## src/rsf_params.svh

```systemverilog
// timing, offset and field constants of the slave frame timing block
// assumes a 20 MHz system clock and a 1 ms idle sampling tick
`ifndef RSF_PARAMS_SVH
`define RSF_PARAMS_SVH
// clock and tick
`define RSF_CLK_PERIOD_NS    50
`define RSF_TICK_NS          1000000
`define RSF_TURNAROUND_TICKS 8'h01
// idle gaps in ticks: end of frame and broken frame, per baud class
`define RSF_END_4800         8'h08
`define RSF_BRK_4800         8'h04
`define RSF_END_9600         8'h04
`define RSF_BRK_9600         8'h02
`define RSF_END_19200        8'h02
`define RSF_BRK_19200        8'h01
`define RSF_END_HIGH         8'h01
`define RSF_BRK_HIGH         8'h01
// frame screening and reply forming
`define RSF_MIN_LEN          6'h03
`define RSF_EXC_LEN          6'h05
`define RSF_BCAST_ADDR       8'h00
`define RSF_EXC_FLAG         8'h80
`define RSF_CRC_INIT         16'hFFFF
`define RSF_CRC_POLY         16'hA001
`define RSF_CRC_GOOD         16'h0000
// register offsets
`define RSF_REG_CFG          8'h00
`define RSF_REG_DELAY        8'h04
`define RSF_REG_TIMEOUT      8'h08
`define RSF_REG_STATUS       8'h0C
`define RSF_REG_VERDICT      8'h10
`define RSF_REG_FRAME        8'h40
// reset values
`define RSF_CFG_RST          16'h0101
`define RSF_DELAY_RST        16'h0000
`define RSF_TIMEOUT_RST      16'h0000
// fields
`define RSF_BAUD_MSB         1
`define RSF_BAUD_LSB         0
`define RSF_ADDR_MSB         15
`define RSF_ADDR_LSB         8
`define RSF_ST_PEND          0
`define RSF_ST_BCAST         1
`define RSF_ST_TOUT          2
`define RSF_ST_BROKEN        3
`define RSF_VD_OK            0
`endif

```

## src/rsf_pkg.sv

```systemverilog
// types of the slave frame timing block
// rsf_params.svh holds the other constants; the enum encodings stand here
package rsf_pkg;
    // main sequence, gray coded along rx, verdict, delay, send
    typedef enum logic [1:0] {
        RSF_RX      = 2'h0,
        RSF_VERDICT = 2'h1,
        RSF_DELAY   = 2'h3,
        RSF_SEND    = 2'h2
    } rsf_state_type;
    // baud class selected in the configuration register
    typedef enum logic [1:0] {
        RSF_B4800  = 2'h0,
        RSF_B9600  = 2'h1,
        RSF_B19200 = 2'h2,
        RSF_BHIGH  = 2'h3
    } rsf_baud_type;
endpackage : rsf_pkg

```

## src/rsf_frame_timing.sv

```systemverilog
// slave side frame delimiting, screening, reply timing and link timeout
// assumes a byte receiver and transmitter on sys_clk and a host on the register port
//
// Our own choices: the placing of the registers and strobed register access.
`timescale 1ns/10ps
`include "rsf_params.svh"

module rsf_frame_timing
    import rsf_pkg::*;
#(
    parameter int TICK_CYCLES = `RSF_TICK_NS / `RSF_CLK_PERIOD_NS,
    parameter int DEPTH       = 32
) (
    // clock, reset, enable
    input  wire logic        sys_clk,
    input  wire logic        rstn,
    input  wire logic        clkEn,
    // register port
    input  wire logic [7:0]  regAddr,
    input  wire logic [15:0] regWdata,
    input  wire logic        regWr,
    input  wire logic        regRd,
    output logic      [15:0] regRdata,
    // received characters
    input  wire logic [7:0]  rxByte,
    input  wire logic        rxStrobe,
    input  wire logic        rxError,
    // reply characters
    output logic      [7:0]  txByte,
    output logic             txValid,
    input  wire logic        txReady,
    output logic             txEnable,
    // status levels
    output logic             framePending,
    output logic             linkTimeout
);

    // ************************************************************
    // helpers
    // ************************************************************

    // end of frame gap in ticks for a baud class
    function automatic logic [7:0] endGap(input logic [1:0] sel);
        case (sel)
            RSF_B4800:  endGap = `RSF_END_4800;
            RSF_B9600:  endGap = `RSF_END_9600;
            RSF_B19200: endGap = `RSF_END_19200;
            default:    endGap = `RSF_END_HIGH;
        endcase
    endfunction : endGap

    // broken frame gap in ticks for a baud class
    function automatic logic [7:0] brkGap(input logic [1:0] sel);
        case (sel)
            RSF_B4800:  brkGap = `RSF_BRK_4800;
            RSF_B9600:  brkGap = `RSF_BRK_9600;
            RSF_B19200: brkGap = `RSF_BRK_19200;
            default:    brkGap = `RSF_BRK_HIGH;
        endcase
    endfunction : brkGap

    // one byte of the reflected checksum
    function automatic logic [15:0] crcStep(input logic [15:0] c, input logic [7:0] b);
        logic [15:0] r;
        r = c ^ {8'h00, b};
        for (int i = 0; i < 8; i++) begin
            r = r[0] ? ((r >> 1) ^ `RSF_CRC_POLY) : (r >> 1);
        end
        crcStep = r;
    endfunction : crcStep

    // ************************************************************
    // reset release
    // ************************************************************

    logic rstMeta;
    logic rstSyncN;

    // asynchronous assert, two flop release
    always_ff @(posedge sys_clk or negedge rstn) begin
        if (!rstn) begin
            rstMeta  <= 1'b0;
            rstSyncN <= 1'b0;
        end else begin
            rstMeta  <= 1'b1;
            rstSyncN <= rstMeta;
        end
    end

    // ************************************************************
    // millisecond tick
    // ************************************************************

    rsf_state_type state;
    logic [31:0] tickCnt;
    logic [31:0] next_tickCnt;
    logic        tick;
    logic        next_tick;

    // millisecond pulse, restarted by each taken character
    always_comb begin
        next_tick    = 1'b0;
        next_tickCnt = tickCnt + 32'h0000_0001;
        if (state == RSF_RX && rxStrobe) begin
            next_tickCnt = 32'h0000_0000;
        end else if (tickCnt >= 32'(TICK_CYCLES - 1)) begin
            next_tickCnt = 32'h0000_0000;
            next_tick    = 1'b1;
        end
    end

    always_ff @(posedge sys_clk or negedge rstSyncN) begin
        if (!rstSyncN) begin
            tickCnt <= 32'h0000_0000;
            tick    <= 1'b0;
        end else if (clkEn) begin
            tickCnt <= next_tickCnt;
            tick    <= next_tick;
        end
    end

    // ************************************************************
    // registers
    // ************************************************************

    logic [15:0] cfg;
    logic [15:0] replyDelaySetting;
    logic [15:0] linkTimeoutSetting;
    logic [15:0] next_cfg;
    logic [15:0] next_replyDelaySetting;
    logic [15:0] next_linkTimeoutSetting;
    logic [15:0] next_regRdata;
    logic        brokenSeen;
    logic        next_brokenSeen;
    logic        dropBroken;
    logic        verdictWr;
    logic [7:0]  buffer [DEPTH];
    logic [5:0]  rxCount;
    logic        bcast;
    logic [1:0]  baud;
    logic [7:0]  station;
    logic [7:0]  frameIdx;

    assign baud      = cfg[`RSF_BAUD_MSB:`RSF_BAUD_LSB];
    assign station   = cfg[`RSF_ADDR_MSB:`RSF_ADDR_LSB];
    assign verdictWr = regWr && (regAddr == `RSF_REG_VERDICT) && (state == RSF_VERDICT);
    assign frameIdx  = (regAddr - `RSF_REG_FRAME) >> 2;

    // writes, read mux and the sticky broken flag
    always_comb begin
        next_cfg                = cfg;
        next_replyDelaySetting  = replyDelaySetting;
        next_linkTimeoutSetting = linkTimeoutSetting;
        next_brokenSeen         = brokenSeen;
        next_regRdata           = 16'h0000;
        if (regWr) begin
            case (regAddr)
                `RSF_REG_CFG:     next_cfg = regWdata;
                `RSF_REG_DELAY:   next_replyDelaySetting = regWdata;
                `RSF_REG_TIMEOUT: next_linkTimeoutSetting = regWdata;
                `RSF_REG_STATUS:  begin
                    if (regWdata[`RSF_ST_BROKEN]) begin
                        next_brokenSeen = 1'b0;
                    end
                end
                default: ;
            endcase
        end
        if (dropBroken) begin
            next_brokenSeen = 1'b1; // set wins over clear
        end
        if (regRd) begin
            case (regAddr)
                `RSF_REG_CFG:     next_regRdata = cfg;
                `RSF_REG_DELAY:   next_regRdata = replyDelaySetting;
                `RSF_REG_TIMEOUT: next_regRdata = linkTimeoutSetting;
                `RSF_REG_STATUS:  begin
                    next_regRdata[`RSF_ST_PEND]   = (state == RSF_VERDICT);
                    next_regRdata[`RSF_ST_BCAST]  = bcast;
                    next_regRdata[`RSF_ST_TOUT]   = linkTimeout;
                    next_regRdata[`RSF_ST_BROKEN] = brokenSeen;
                    next_regRdata[15:8]           = {2'h0, rxCount};
                end
                default: begin
                    if (regAddr >= `RSF_REG_FRAME && frameIdx < 8'(DEPTH)) begin
                        next_regRdata = {8'h00, buffer[frameIdx[4:0]]};
                    end
                end
            endcase
        end
    end

    always_ff @(posedge sys_clk or negedge rstSyncN) begin
        if (!rstSyncN) begin
            cfg                <= `RSF_CFG_RST;
            replyDelaySetting  <= `RSF_DELAY_RST;
            linkTimeoutSetting <= `RSF_TIMEOUT_RST;
            brokenSeen         <= 1'b0;
            regRdata           <= 16'h0000;
        end else if (clkEn) begin
            cfg                <= next_cfg;
            replyDelaySetting  <= next_replyDelaySetting;
            linkTimeoutSetting <= next_linkTimeoutSetting;
            brokenSeen         <= next_brokenSeen;
            regRdata           <= next_regRdata;
        end
    end

    // ************************************************************
    // frame reception, screening and reply
    // ************************************************************

    rsf_state_type next_state;
    logic [5:0]  next_rxCount;
    logic [7:0]  idle;
    logic [7:0]  next_idle;
    logic        broken;
    logic        next_broken;
    logic [15:0] crc;
    logic [15:0] next_crc;
    logic        next_bcast;
    logic [15:0] delayCnt;
    logic [15:0] next_delayCnt;
    logic [15:0] needDelay;
    logic        isExc;
    logic        next_isExc;
    logic [7:0]  excCode;
    logic [7:0]  next_excCode;
    logic [5:0]  txIdx;
    logic [5:0]  next_txIdx;
    logic [5:0]  txLen;
    logic [7:0]  next_txByte;
    logic        next_txValid;
    logic        next_txEnable;
    logic        validPulse;
    logic        legal;
    logic        bufWr;

    // minimum reply delay is the end gap plus the turnaround wait
    always_comb begin
        needDelay = {8'h00, endGap(baud)} + {8'h00, `RSF_TURNAROUND_TICKS};
        if (replyDelaySetting > needDelay) begin
            needDelay = replyDelaySetting;
        end
    end

    assign legal = ((buffer[0] == station) || (buffer[0] == `RSF_BCAST_ADDR))
                   && (rxCount >= `RSF_MIN_LEN);
    assign txLen = isExc ? `RSF_EXC_LEN : rxCount;
    assign bufWr = (state == RSF_RX) && rxStrobe && (rxCount < 6'(DEPTH));

    // sequence of receive, wait for the verdict, delay and send
    always_comb begin
        next_state    = state;
        next_rxCount  = rxCount;
        next_idle     = idle;
        next_broken   = broken;
        next_crc      = crc;
        next_bcast    = bcast;
        next_delayCnt = delayCnt;
        next_isExc    = isExc;
        next_excCode  = excCode;
        next_txIdx    = txIdx;
        next_txByte   = txByte;
        next_txValid  = txValid;
        next_txEnable = txEnable;
        validPulse    = 1'b0;
        dropBroken    = 1'b0;
        if (tick && delayCnt != 16'hFFFF) begin
            next_delayCnt = delayCnt + 16'h0001;
        end
        case (state)
            RSF_RX: begin
                if (rxStrobe) begin
                    next_idle = 8'h00;
                    next_crc  = crcStep(crc, rxByte);
                    if (rxCount < 6'(DEPTH)) begin
                        next_rxCount = rxCount + 6'h01;
                    end else begin
                        next_broken = 1'b1; // overflow
                    end
                    if (rxError || idle >= brkGap(baud)) begin
                        next_broken = 1'b1;
                    end
                end else if (tick && rxCount != 6'h00) begin
                    if (idle != 8'hFF) begin
                        next_idle = idle + 8'h01;
                    end
                    if (idle + 8'h01 >= endGap(baud)) begin
                        // gap long enough to close the frame
                        next_rxCount  = 6'h00;
                        next_idle     = 8'h00;
                        next_broken   = 1'b0;
                        next_crc      = `RSF_CRC_INIT;
                        next_delayCnt = 16'h0000;
                        if (broken) begin
                            dropBroken = 1'b1;
                        end else if (legal && crc == `RSF_CRC_GOOD) begin
                            validPulse   = 1'b1;
                            next_rxCount = rxCount;
                            next_bcast   = (buffer[0] == `RSF_BCAST_ADDR);
                            next_state   = RSF_VERDICT;
                        end
                    end
                end
            end
            RSF_VERDICT: begin
                // host decides whether the request was correct
                if (verdictWr) begin
                    next_isExc   = !regWdata[`RSF_VD_OK];
                    next_excCode = regWdata[15:8];
                    next_crc     = `RSF_CRC_INIT;
                    next_txIdx   = 6'h00;
                    if (bcast) begin
                        next_state   = RSF_RX;
                        next_rxCount = 6'h00;
                    end else begin
                        next_state = RSF_DELAY;
                    end
                end
            end
            RSF_DELAY: begin
                if (delayCnt >= needDelay) begin
                    next_state    = RSF_SEND;
                    next_txEnable = 1'b1;
                end
            end
            RSF_SEND: begin
                if (!txValid) begin
                    next_txValid = 1'b1;
                    if (!isExc) begin
                        next_txByte = buffer[txIdx[4:0]];
                    end else begin
                        case (txIdx)
                            6'h00: next_txByte = buffer[0];
                            6'h01: next_txByte = buffer[1] | `RSF_EXC_FLAG;
                            6'h02: next_txByte = excCode;
                            6'h03: next_txByte = crc[7:0];
                            default: next_txByte = crc[15:8];
                        endcase
                        if (txIdx < 6'h03) begin
                            next_crc = crcStep(crc, next_txByte);
                        end
                    end
                end else if (txReady) begin
                    next_txValid = 1'b0;
                    next_txIdx   = txIdx + 6'h01;
                    if (txIdx + 6'h01 >= txLen) begin
                        next_state    = RSF_RX;
                        next_txEnable = 1'b0;
                        next_rxCount  = 6'h00;
                        next_crc      = `RSF_CRC_INIT;
                        next_idle     = 8'h00;
                    end
                end
            end
            default: next_state = RSF_RX;
        endcase
    end

    always_ff @(posedge sys_clk or negedge rstSyncN) begin
        if (!rstSyncN) begin
            state        <= RSF_RX;
            rxCount      <= 6'h00;
            idle         <= 8'h00;
            broken       <= 1'b0;
            crc          <= `RSF_CRC_INIT;
            bcast        <= 1'b0;
            delayCnt     <= 16'h0000;
            isExc        <= 1'b0;
            excCode      <= 8'h00;
            txIdx        <= 6'h00;
            txByte       <= 8'h00;
            txValid      <= 1'b0;
            txEnable     <= 1'b0;
            framePending <= 1'b0;
        end else if (clkEn) begin
            state        <= next_state;
            rxCount      <= next_rxCount;
            idle         <= next_idle;
            broken       <= next_broken;
            crc          <= next_crc;
            bcast        <= next_bcast;
            delayCnt     <= next_delayCnt;
            isExc        <= next_isExc;
            excCode      <= next_excCode;
            txIdx        <= next_txIdx;
            txByte       <= next_txByte;
            txValid      <= next_txValid;
            txEnable     <= next_txEnable;
            framePending <= (next_state == RSF_VERDICT);
        end
    end

    // frame store, written only while receiving
    always_ff @(posedge sys_clk) begin
        if (clkEn && bufWr) begin
            buffer[rxCount[4:0]] <= rxByte;
        end
    end

    // ************************************************************
    // link timeout
    // ************************************************************

    logic [15:0] toCnt;
    logic [15:0] next_toCnt;
    logic        next_linkTimeout;

    // milliseconds since the last valid request
    always_comb begin
        next_toCnt = toCnt;
        if (validPulse) begin
            next_toCnt = 16'h0000;
        end else if (tick && toCnt != 16'hFFFF) begin
            next_toCnt = toCnt + 16'h0001;
        end
        next_linkTimeout = (linkTimeoutSetting != 16'h0000)
                           && (next_toCnt > linkTimeoutSetting);
    end

    always_ff @(posedge sys_clk or negedge rstSyncN) begin
        if (!rstSyncN) begin
            toCnt       <= 16'h0000;
            linkTimeout <= 1'b0;
        end else if (clkEn) begin
            toCnt       <= next_toCnt;
            linkTimeout <= next_linkTimeout;
        end
    end

endmodule : rsf_frame_timing

```

## config.mk

```make
export PLATFORM = sky130hd
export DESIGN_NAME = rsf_frame_timing
export DESIGN_NICKNAME = d
export VERILOG_FILES = /design/src/rsf_pkg.sv /design/src/rsf_frame_timing.sv
export VERILOG_INCLUDE_DIRS = /design/src
export SDC_FILE = /design/constraint.sdc
export NUM_CORES = 1
export LEC_CHECK = 0
export BUFFER_PORTS_ARGS = -buffer_cell sky130_fd_sc_hd__buf_2
export CAP_MARGIN = 10
export CORE_ASPECT_RATIO = 1.4
export CORE_MARGIN = 3
export CORE_UTILIZATION = 57
export CTS_BUF_LIST = sky130_fd_sc_hd__clkbuf_8 sky130_fd_sc_hd__clkbuf_16
export CTS_CLUSTER_DIAMETER = 200
export DETAILED_ROUTE_END_ITERATION = 10
export PLACE_DENSITY = 0.73
export SETUP_SLACK_MARGIN = 0.5
export SYNTH_ARGS = -nofsm -noshare
export SYNTH_HDL_FRONTEND = slang
export SYNTH_SLANG_ARGS = --single-unit
```

## constraint.sdc

```tcl
create_clock -name sys_clk -period 5.7 [get_ports sys_clk]
set_input_delay 0.855 -clock sys_clk [delete_from_list [all_inputs] [get_ports sys_clk]]
set_output_delay 0.855 -clock sys_clk [all_outputs]
set_load 0.03 [all_outputs]
```

; ---- After elaboration in Yosys (flattened, before gate mapping)
; Memory sizes are Yosys's and may differ from the RTL's.
; Cells that the tools add are included.
[classes]
magnitude_cmp = 12
mux = 121
n_reduce_logical = 46
n_eq_ne = 33
addsub = 8
bitwise = 21
[op_table]
columns = cell, count
row1 = $mux W16, 34
row2 = $mux W8, 17
row3 = $mux W6, 15
row4 = $mux W32, 2
row5 = $pmux W8 S4, 2
row6 = $not A2 Y3, 16
row7 = $pmux W16 S3, 1
row8 = $add A16 B1 Y16 const B, 2
row9 = $add A32 B1 Y32 const B, 1
row10 = $ge A32 B15 Y1 const B, 1
row11 = $ne A16 B16 Y1 const B, 2
row12 = $pmux W4 S4, 2
row13 = $xor A16 B8 Y16, 2
row14 = $mux W1, 30
row15 = $mux W2, 11
row16 = $pmux W6 S3, 1
row17 = $eq A8 B4 Y1 const B, 2
row18 = $ge A16 B16 Y1, 1
row19 = $ge A8 B8 Y1, 2
row20 = $gt A16 B16 Y1, 1
row21 = $gt A16 B9 Y1, 1
row22 = $logic_not A16 Y1, 1
row23 = $logic_not A8 Y1, 2
row24 = $pmux W8 S2, 1
row25 = 45 further kinds, 91
[word_totals]
regBits = 193
output_inout_bits = 28
ramBits = 256
elab_cells = 267
memories = 1
inputBits = 40
[mem_list]
columns = name, depth, word_bits, rd, rd_ports_with_merged_regs, write_ports, line
row1 = buffer, 32, 8, 4, 0, 1, rsf_frame_timing.sv:137  ; logic [7:0] buffer [DEPTH];

; ---- Longest topological paths before layout
[logic_depth]
ltp_word = 26
ltp_mapped = 20
mapped_depth_nobuf = 20

; ---- Least setup slack after synthesis
; No wires, ideal clock.
[synth_path]
path_kind = flip-flop to flip-flop
from = register idle[0]
to = register linkTimeout
synth_period_minus_slack_ns = 4.356
required_ns = 5.574
n_path_buf = 2
path_slack_ns = 1.344
setup_ns = 0.126
t_arrival_ns = 4.231
stages_incl_launch_ff = 21
path_cell_list = dfrtp_1 > ha_1 > ha_1 > a21o_1 > a21oi_1 > o2111ai_1 > nand2_1 > nor3_1 > clkbuf_1 > clkbuf_1 > nor2_1 > ha_1 > nor2b_1 > o21a_1 > o21a_1 > o21a_1 > o21a_1 > o21ai_0 > nand2b_1 > a211oi_1 > o2bb2ai_1
[synth_via]
elab_chain_cells = 9
[synth_lines]
columns = element, line
row1 = "start, declared", rsf_frame_timing.sv:215  ; logic [7:0] idle;
row2 = "start signal, assigned", rsf_frame_timing.sv:380  ; idle <= next_idle;
row3 = $add A8 B1 Y8, rsf_frame_timing.sv:289  ; if (idle + 8'h01 >= endGap(baud)) begin
row4 = $ge A8 B8 Y1, rsf_frame_timing.sv:289
row5 = $mux W1, rsf_frame_timing.sv:289
row6 = $mux W1, rsf_frame_timing.sv:285  ; end else if (tick && rxCount != 6'h00) begin
row7 = $mux W1, rsf_frame_timing.sv:274  ; if (rxStrobe) begin
row8 = $mux W1, rsf_frame_timing.sv:272  ; case (state)
row9 = $mux W16, rsf_frame_timing.sv:413  ; if (validPulse) begin
row10 = net next_toCnt[1], rsf_frame_timing.sv:407  ; logic [15:0] next_toCnt;
row11 = $gt A16 B16 Y1, rsf_frame_timing.sv:419  ; && (next_toCnt > linkTimeoutSetting);
row12 = $logic_and A1 B1 Y1, rsf_frame_timing.sv:419
row13 = "end signal, assigned", rsf_frame_timing.sv:428  ; linkTimeout <= next_linkTimeout;
row14 = "end, declared", rsf_frame_timing.sv:35  ; output logic linkTimeout
; The timed path passes the listed nets, and every way through them passes these cells.
; A chain may end at the register's enable or synchronous reset.

; ---- Worst setup path after layout
; Same ends and word-level chain as after synthesis.

==> impl_summary.txt <==
----------------------------------------------------
[Hold path]
  Worst Hold Class ... in2async

[Layout]
  Non-filler instance count after layout ... 2,389
  Number of filler cells placed in the layout ... around 3,000
  Ratio of cells with drive above 1 in the final layout ... 0.2168
  Final Instance Area ... 25,730 sq um
  Area growth from synthesis to final layout ... 9.784%
  Leading cell type in the layout, fill and taps excluded ... edfxtp_1
  Commonest cells after routing, fill and taps aside ... edfxtp_1 (256), dfrtp_1 (172), mux4_2 (170)
  Net count of the finished layout ... 1,925

[Clocking]
  Master cell of the clock root buffer ... clkbuf_16
  CTS clk-pin slew, worst paths ... ~60 ps
  Later-pin clock latency in the skew report ... 580 ps
  Maximum level of the CTS H-tree ... 2
  Clock tree from TritonCTS ... yes
  Clock Tree Buf Depth ... 3
  Total CTS buffers ... 45
  Post-CTS setup repair buffer count ... 0
  Resized Gates After CTS ... 0
  Hold buffers post-CTS ... 0
  Clk sink count ... 449

[Floorplanning]
  Top-level port count ... 68
  Core outline area ... 40,490 sq um
  Starting density of the core ... 0.5789
  Die boundary height ... 245.9 microns
  Area enclosed by the die boundary ... 43,630 sq um
  Width of the die ... about 180 microns
  Std-Cell Rows ... 87

[Synth]
  Number of instances in the synthesized netlist ... 1,782
  Post-synth EDFFs ... approximately 260
  Post-Syn Area per Cell ... 13.15 sq um
  Synth Net Count ... 1,888
  Synth async-reset ratio ... 0.4298
  Primary FF master, synth ... edfxtp_1
  Cell Area, Synth ... approximately 23,000 sq um
  Distinct cells, synth ... 67
  Yosys synthesis warning count ... 0
  Sequential element share of the synthesized area ... 0.5349
  Number of register bits inferred by synthesis ... 449

[Placed design]
  Half-perimeter wire length after placement ... 43,210 microns
  Cell area after placement ... between 20,000 and 25,000 sq um
  Total placed cells including tap cells ... between 2,000 and 2,500
  RD Place Congestion ... roughly 0.95
  PortBufs ... 67

[Worst setup path]
  Critical Path Most Common Cell ... o21a_1
  Delay of the slowest critical-path stage ... 460 ps
  Setup slack of the worst register-to-register path ... 1250 ps
  Data required time of the critical path ... 6140 ps
  Cell-by-cell listing of the critical path ... ha_1 > xor2_1 > ha_1 > a21oi_1 > o2111ai_1 > nand2_1 > nor3_2 > buf_4 > nor2_1 > ha_1 > nor2b_1 > o21a_1 > o21a_1 > o21a_1 > o21a_1 > o21ai_0 > nand2b_1 > a211oi_1 > o2bb2ai_1
  Crit path buf inv count ... 1
  Critical path endpoint category ... flip-flop
  Dominant delay contributor by cell family on the critical path ... compound AO/OA/AOI/OAI gates
  R2R Path Start ... idle[0]
  Reg2Reg Capture Point ... linkTimeout
  Number of cells on the worst reg-to-reg path ... 19
  Master of the slowest instance on the critical path ... dfrtp_1
  Category of the critical setup timing path ... reg2reg
  Data arrival time of the critical path ... 4890 ps
  CP Launch Type ... flip-flop
  Biggest fanout along the worst timing path ... 17

[Pwr]
  Worst IR drop on VDD ... 0.3261 mV
  Leakage power ... 0.009723 uW
  Total power per unit cell area ... 383.4 nW/um^2
  Overall Power ... 9866 uW

[Drt]
  Uppermost metal layer occupied by signal nets ... met4
  Detail-routed net length per standard cell ... 25.81 microns
  Routed wire length ... 61,660 microns
  Residual antenna-violating net count after detailed routing ... 0
  M1 wire length ... 22,590 microns
  Via count ... ~15,000
  Met2 WL post-DR ... roughly 32,000 microns
  TritonRoute pass-1 iters ... 6
  Iter 0 DRT Violations ... ~1,600
  Wire length on met3 ... ~3700 microns
  Post-detailed-route via-to-cell ratio ... 6.455
  Drt drc ... 0

[GRT]
  Number of antenna violations at the first check in global routing ... 1
  Number of global-route vias before repair ... 15,978
  Remaining global-route overflow ... 0
  Maximum number of pins on one net before global-route repair ... 157
  Overall routing resource usage ... 0.2877
  Global-route wire length before repair ... between 90,000 and 100,000 microns

[Timing]
  Final Slew Violations ... 0
  Final-layout setup total negative slack ... 0 ps
  Crit share post-route ... 0.7806
  Unrepaired setup endpoints after global routing ... false
  Transition time at the pin with the least slew margin ... 1038 ps
  Worst slew margin relative to its limit ... 0.3082
  Post-Route Skew ... 17.87 ps
  Hold Vio Cnt, Final ... 0
  Clock period minus final worst setup slack ... 4449 ps
  Maximum achievable frequency ... around 220 MHz
  Setup violations, final ... 0

[Status]
  Result of the run ... finished, final reports clean

[Run]
  Total of max-cap violations ... 0

----------------------------------------------------
registers in the layout, indices dropped and copies added, names as in the netlist, 2 cells and up:
register            flops
state                   2
idle                    8
rxCount                 6
tickCnt                32
excCode                 8
regRdata               16
toCnt                  16
linkTimeoutSetting     16
txByte                  8
crc                    16
delayCnt               16
txIdx                   6
replyDelaySetting      16
cfg                    16
buffer                256
worst max path at each step:
stage | end | depth (start not counted) | slack [ps] | from
3_5_place_dp | linkTimeout | 18 | 1060 | rxStrobe
6_report | linkTimeout | 19 | 1250 | idle[0]
3_3_place_gp | linkTimeout | 18 | 1190 | rxStrobe
4_1_cts | linkTimeout | 19 | 1250 | idle[0]
2_1_floorplan | linkTimeout | 20 | 1340 | idle[0]
5_1_grt | linkTimeout | 19 | 1000 | idle[0]
metrics by stage:
stage | hold WS, ps | worst slack (ps) | utilization
finish | 52.15 | 1251 | 0.6355
global route | 46.25 | 1001 | 0.6355
CTS | 37.77 | 1246 | 0.6355
detailed placement | 308.2 | 1063 | 0.5996
global placement | 298.1 | 1192 | 0.5996
floorplan | 331.1 | 1344 | -
where the power goes:
part	internal [uW]	switching [uW]	total, uW	leakage (uW)
Combinational	1370	1560	2930	0.00418
Sequential	3670	348	4020	0.00479
Clock	1640	1270	2920	0.000750
worst register-to-register path: cells and delay by family, from the launching register on:
kind	cells	cell delay [ps]
DFF	1	460
AOI/OAI and AO/OA	9	1560
adders and majority gates	3	880
and+or+nand+nor	5	970
buffers and inverters	1	290
xor gates and xnor gates	1	170
cell type report:
| class | instances | area, sq um | area share |
|---|---|---|---|
| Timing Repair Buffer | 89 | 530.5 | 0.02061 |
| Tap cell | 534 | 668.1 | 0.02596 |
| Inverter | 63 | 236.5 | 0.009189 |
| Clock buffer | 52 | 1234 | 0.04794 |
| Clock inverter | 30 | 217.7 | 0.008460 |
| Antenna cell | 1 | 2.502 | 0.00009724 |
| Sequential cell | 449 | 12550 | 0.4876 |
| Multi-Input combinational cell | 1171 | 10300 | 0.4001 |
metal layers:
layer | GRT usage | vias up
li1 | - | 6847
met1 | 0.3531 | 7780
met2 | 0.5000 | 621
met3 | 0.04186 | 173
met4 | 0.1389 | 0
met5 | 0 | -
cells by family after synthesis:
family | Yosys count | share of synthesized area
muxes | 230 | 0.1912
DFF | 449 | 0.5349
AOI/OAI and AO/OA | 322 | 0.08369
buffers and inverters | 162 | 0.02626
xor gates and xnor gates | 92 | 0.03566
adders and majority gates | 66 | 0.03523
other | 1 | 0.0001600
and+or+nand+nor | 460 | 0.09287
synth_stat cells, types with 7 or more instances:
library cell | number | area (sq um)
o31ai_1 | 11 | 82.58
and2_1 | 10 | 62.56
a31oi_1 | 10 | 62.56
dfrtp_1 | 175 | 4379
mux2i_1 | 18 | 180.2
nor3_1 | 12 | 60.06
buf_1 | 25 | 93.84
nand2_1 | 148 | 555.5
ha_1 | 66 | 825.8
xnor2_1 | 59 | 516.8
clkbuf_1 | 73 | 274.0
a21oi_1 | 74 | 370.4
nor2_1 | 118 | 442.9
nand4_1 | 17 | 106.4
o2bb2ai_1 | 14 | 122.6
nor2b_1 | 28 | 175.2
o21a_1 | 13 | 97.59
nor4_1 | 22 | 137.6
o211ai_1 | 7 | 52.55
o21ai_0 | 130 | 650.6
nand3_1 | 40 | 200.2
and3_1 | 23 | 143.9
a22o_1 | 9 | 78.83
inv_1 | 61 | 229.0
a21o_1 | 16 | 120.1
mux2_2 | 42 | 473.0
mux4_2 | 170 | 3829
nand2b_1 | 18 | 112.6
edfxtp_1 | 256 | 7687
xor2_1 | 31 | 271.5
dfstp_2 | 18 | 473.0
Power figures use the tool's default switching activity.
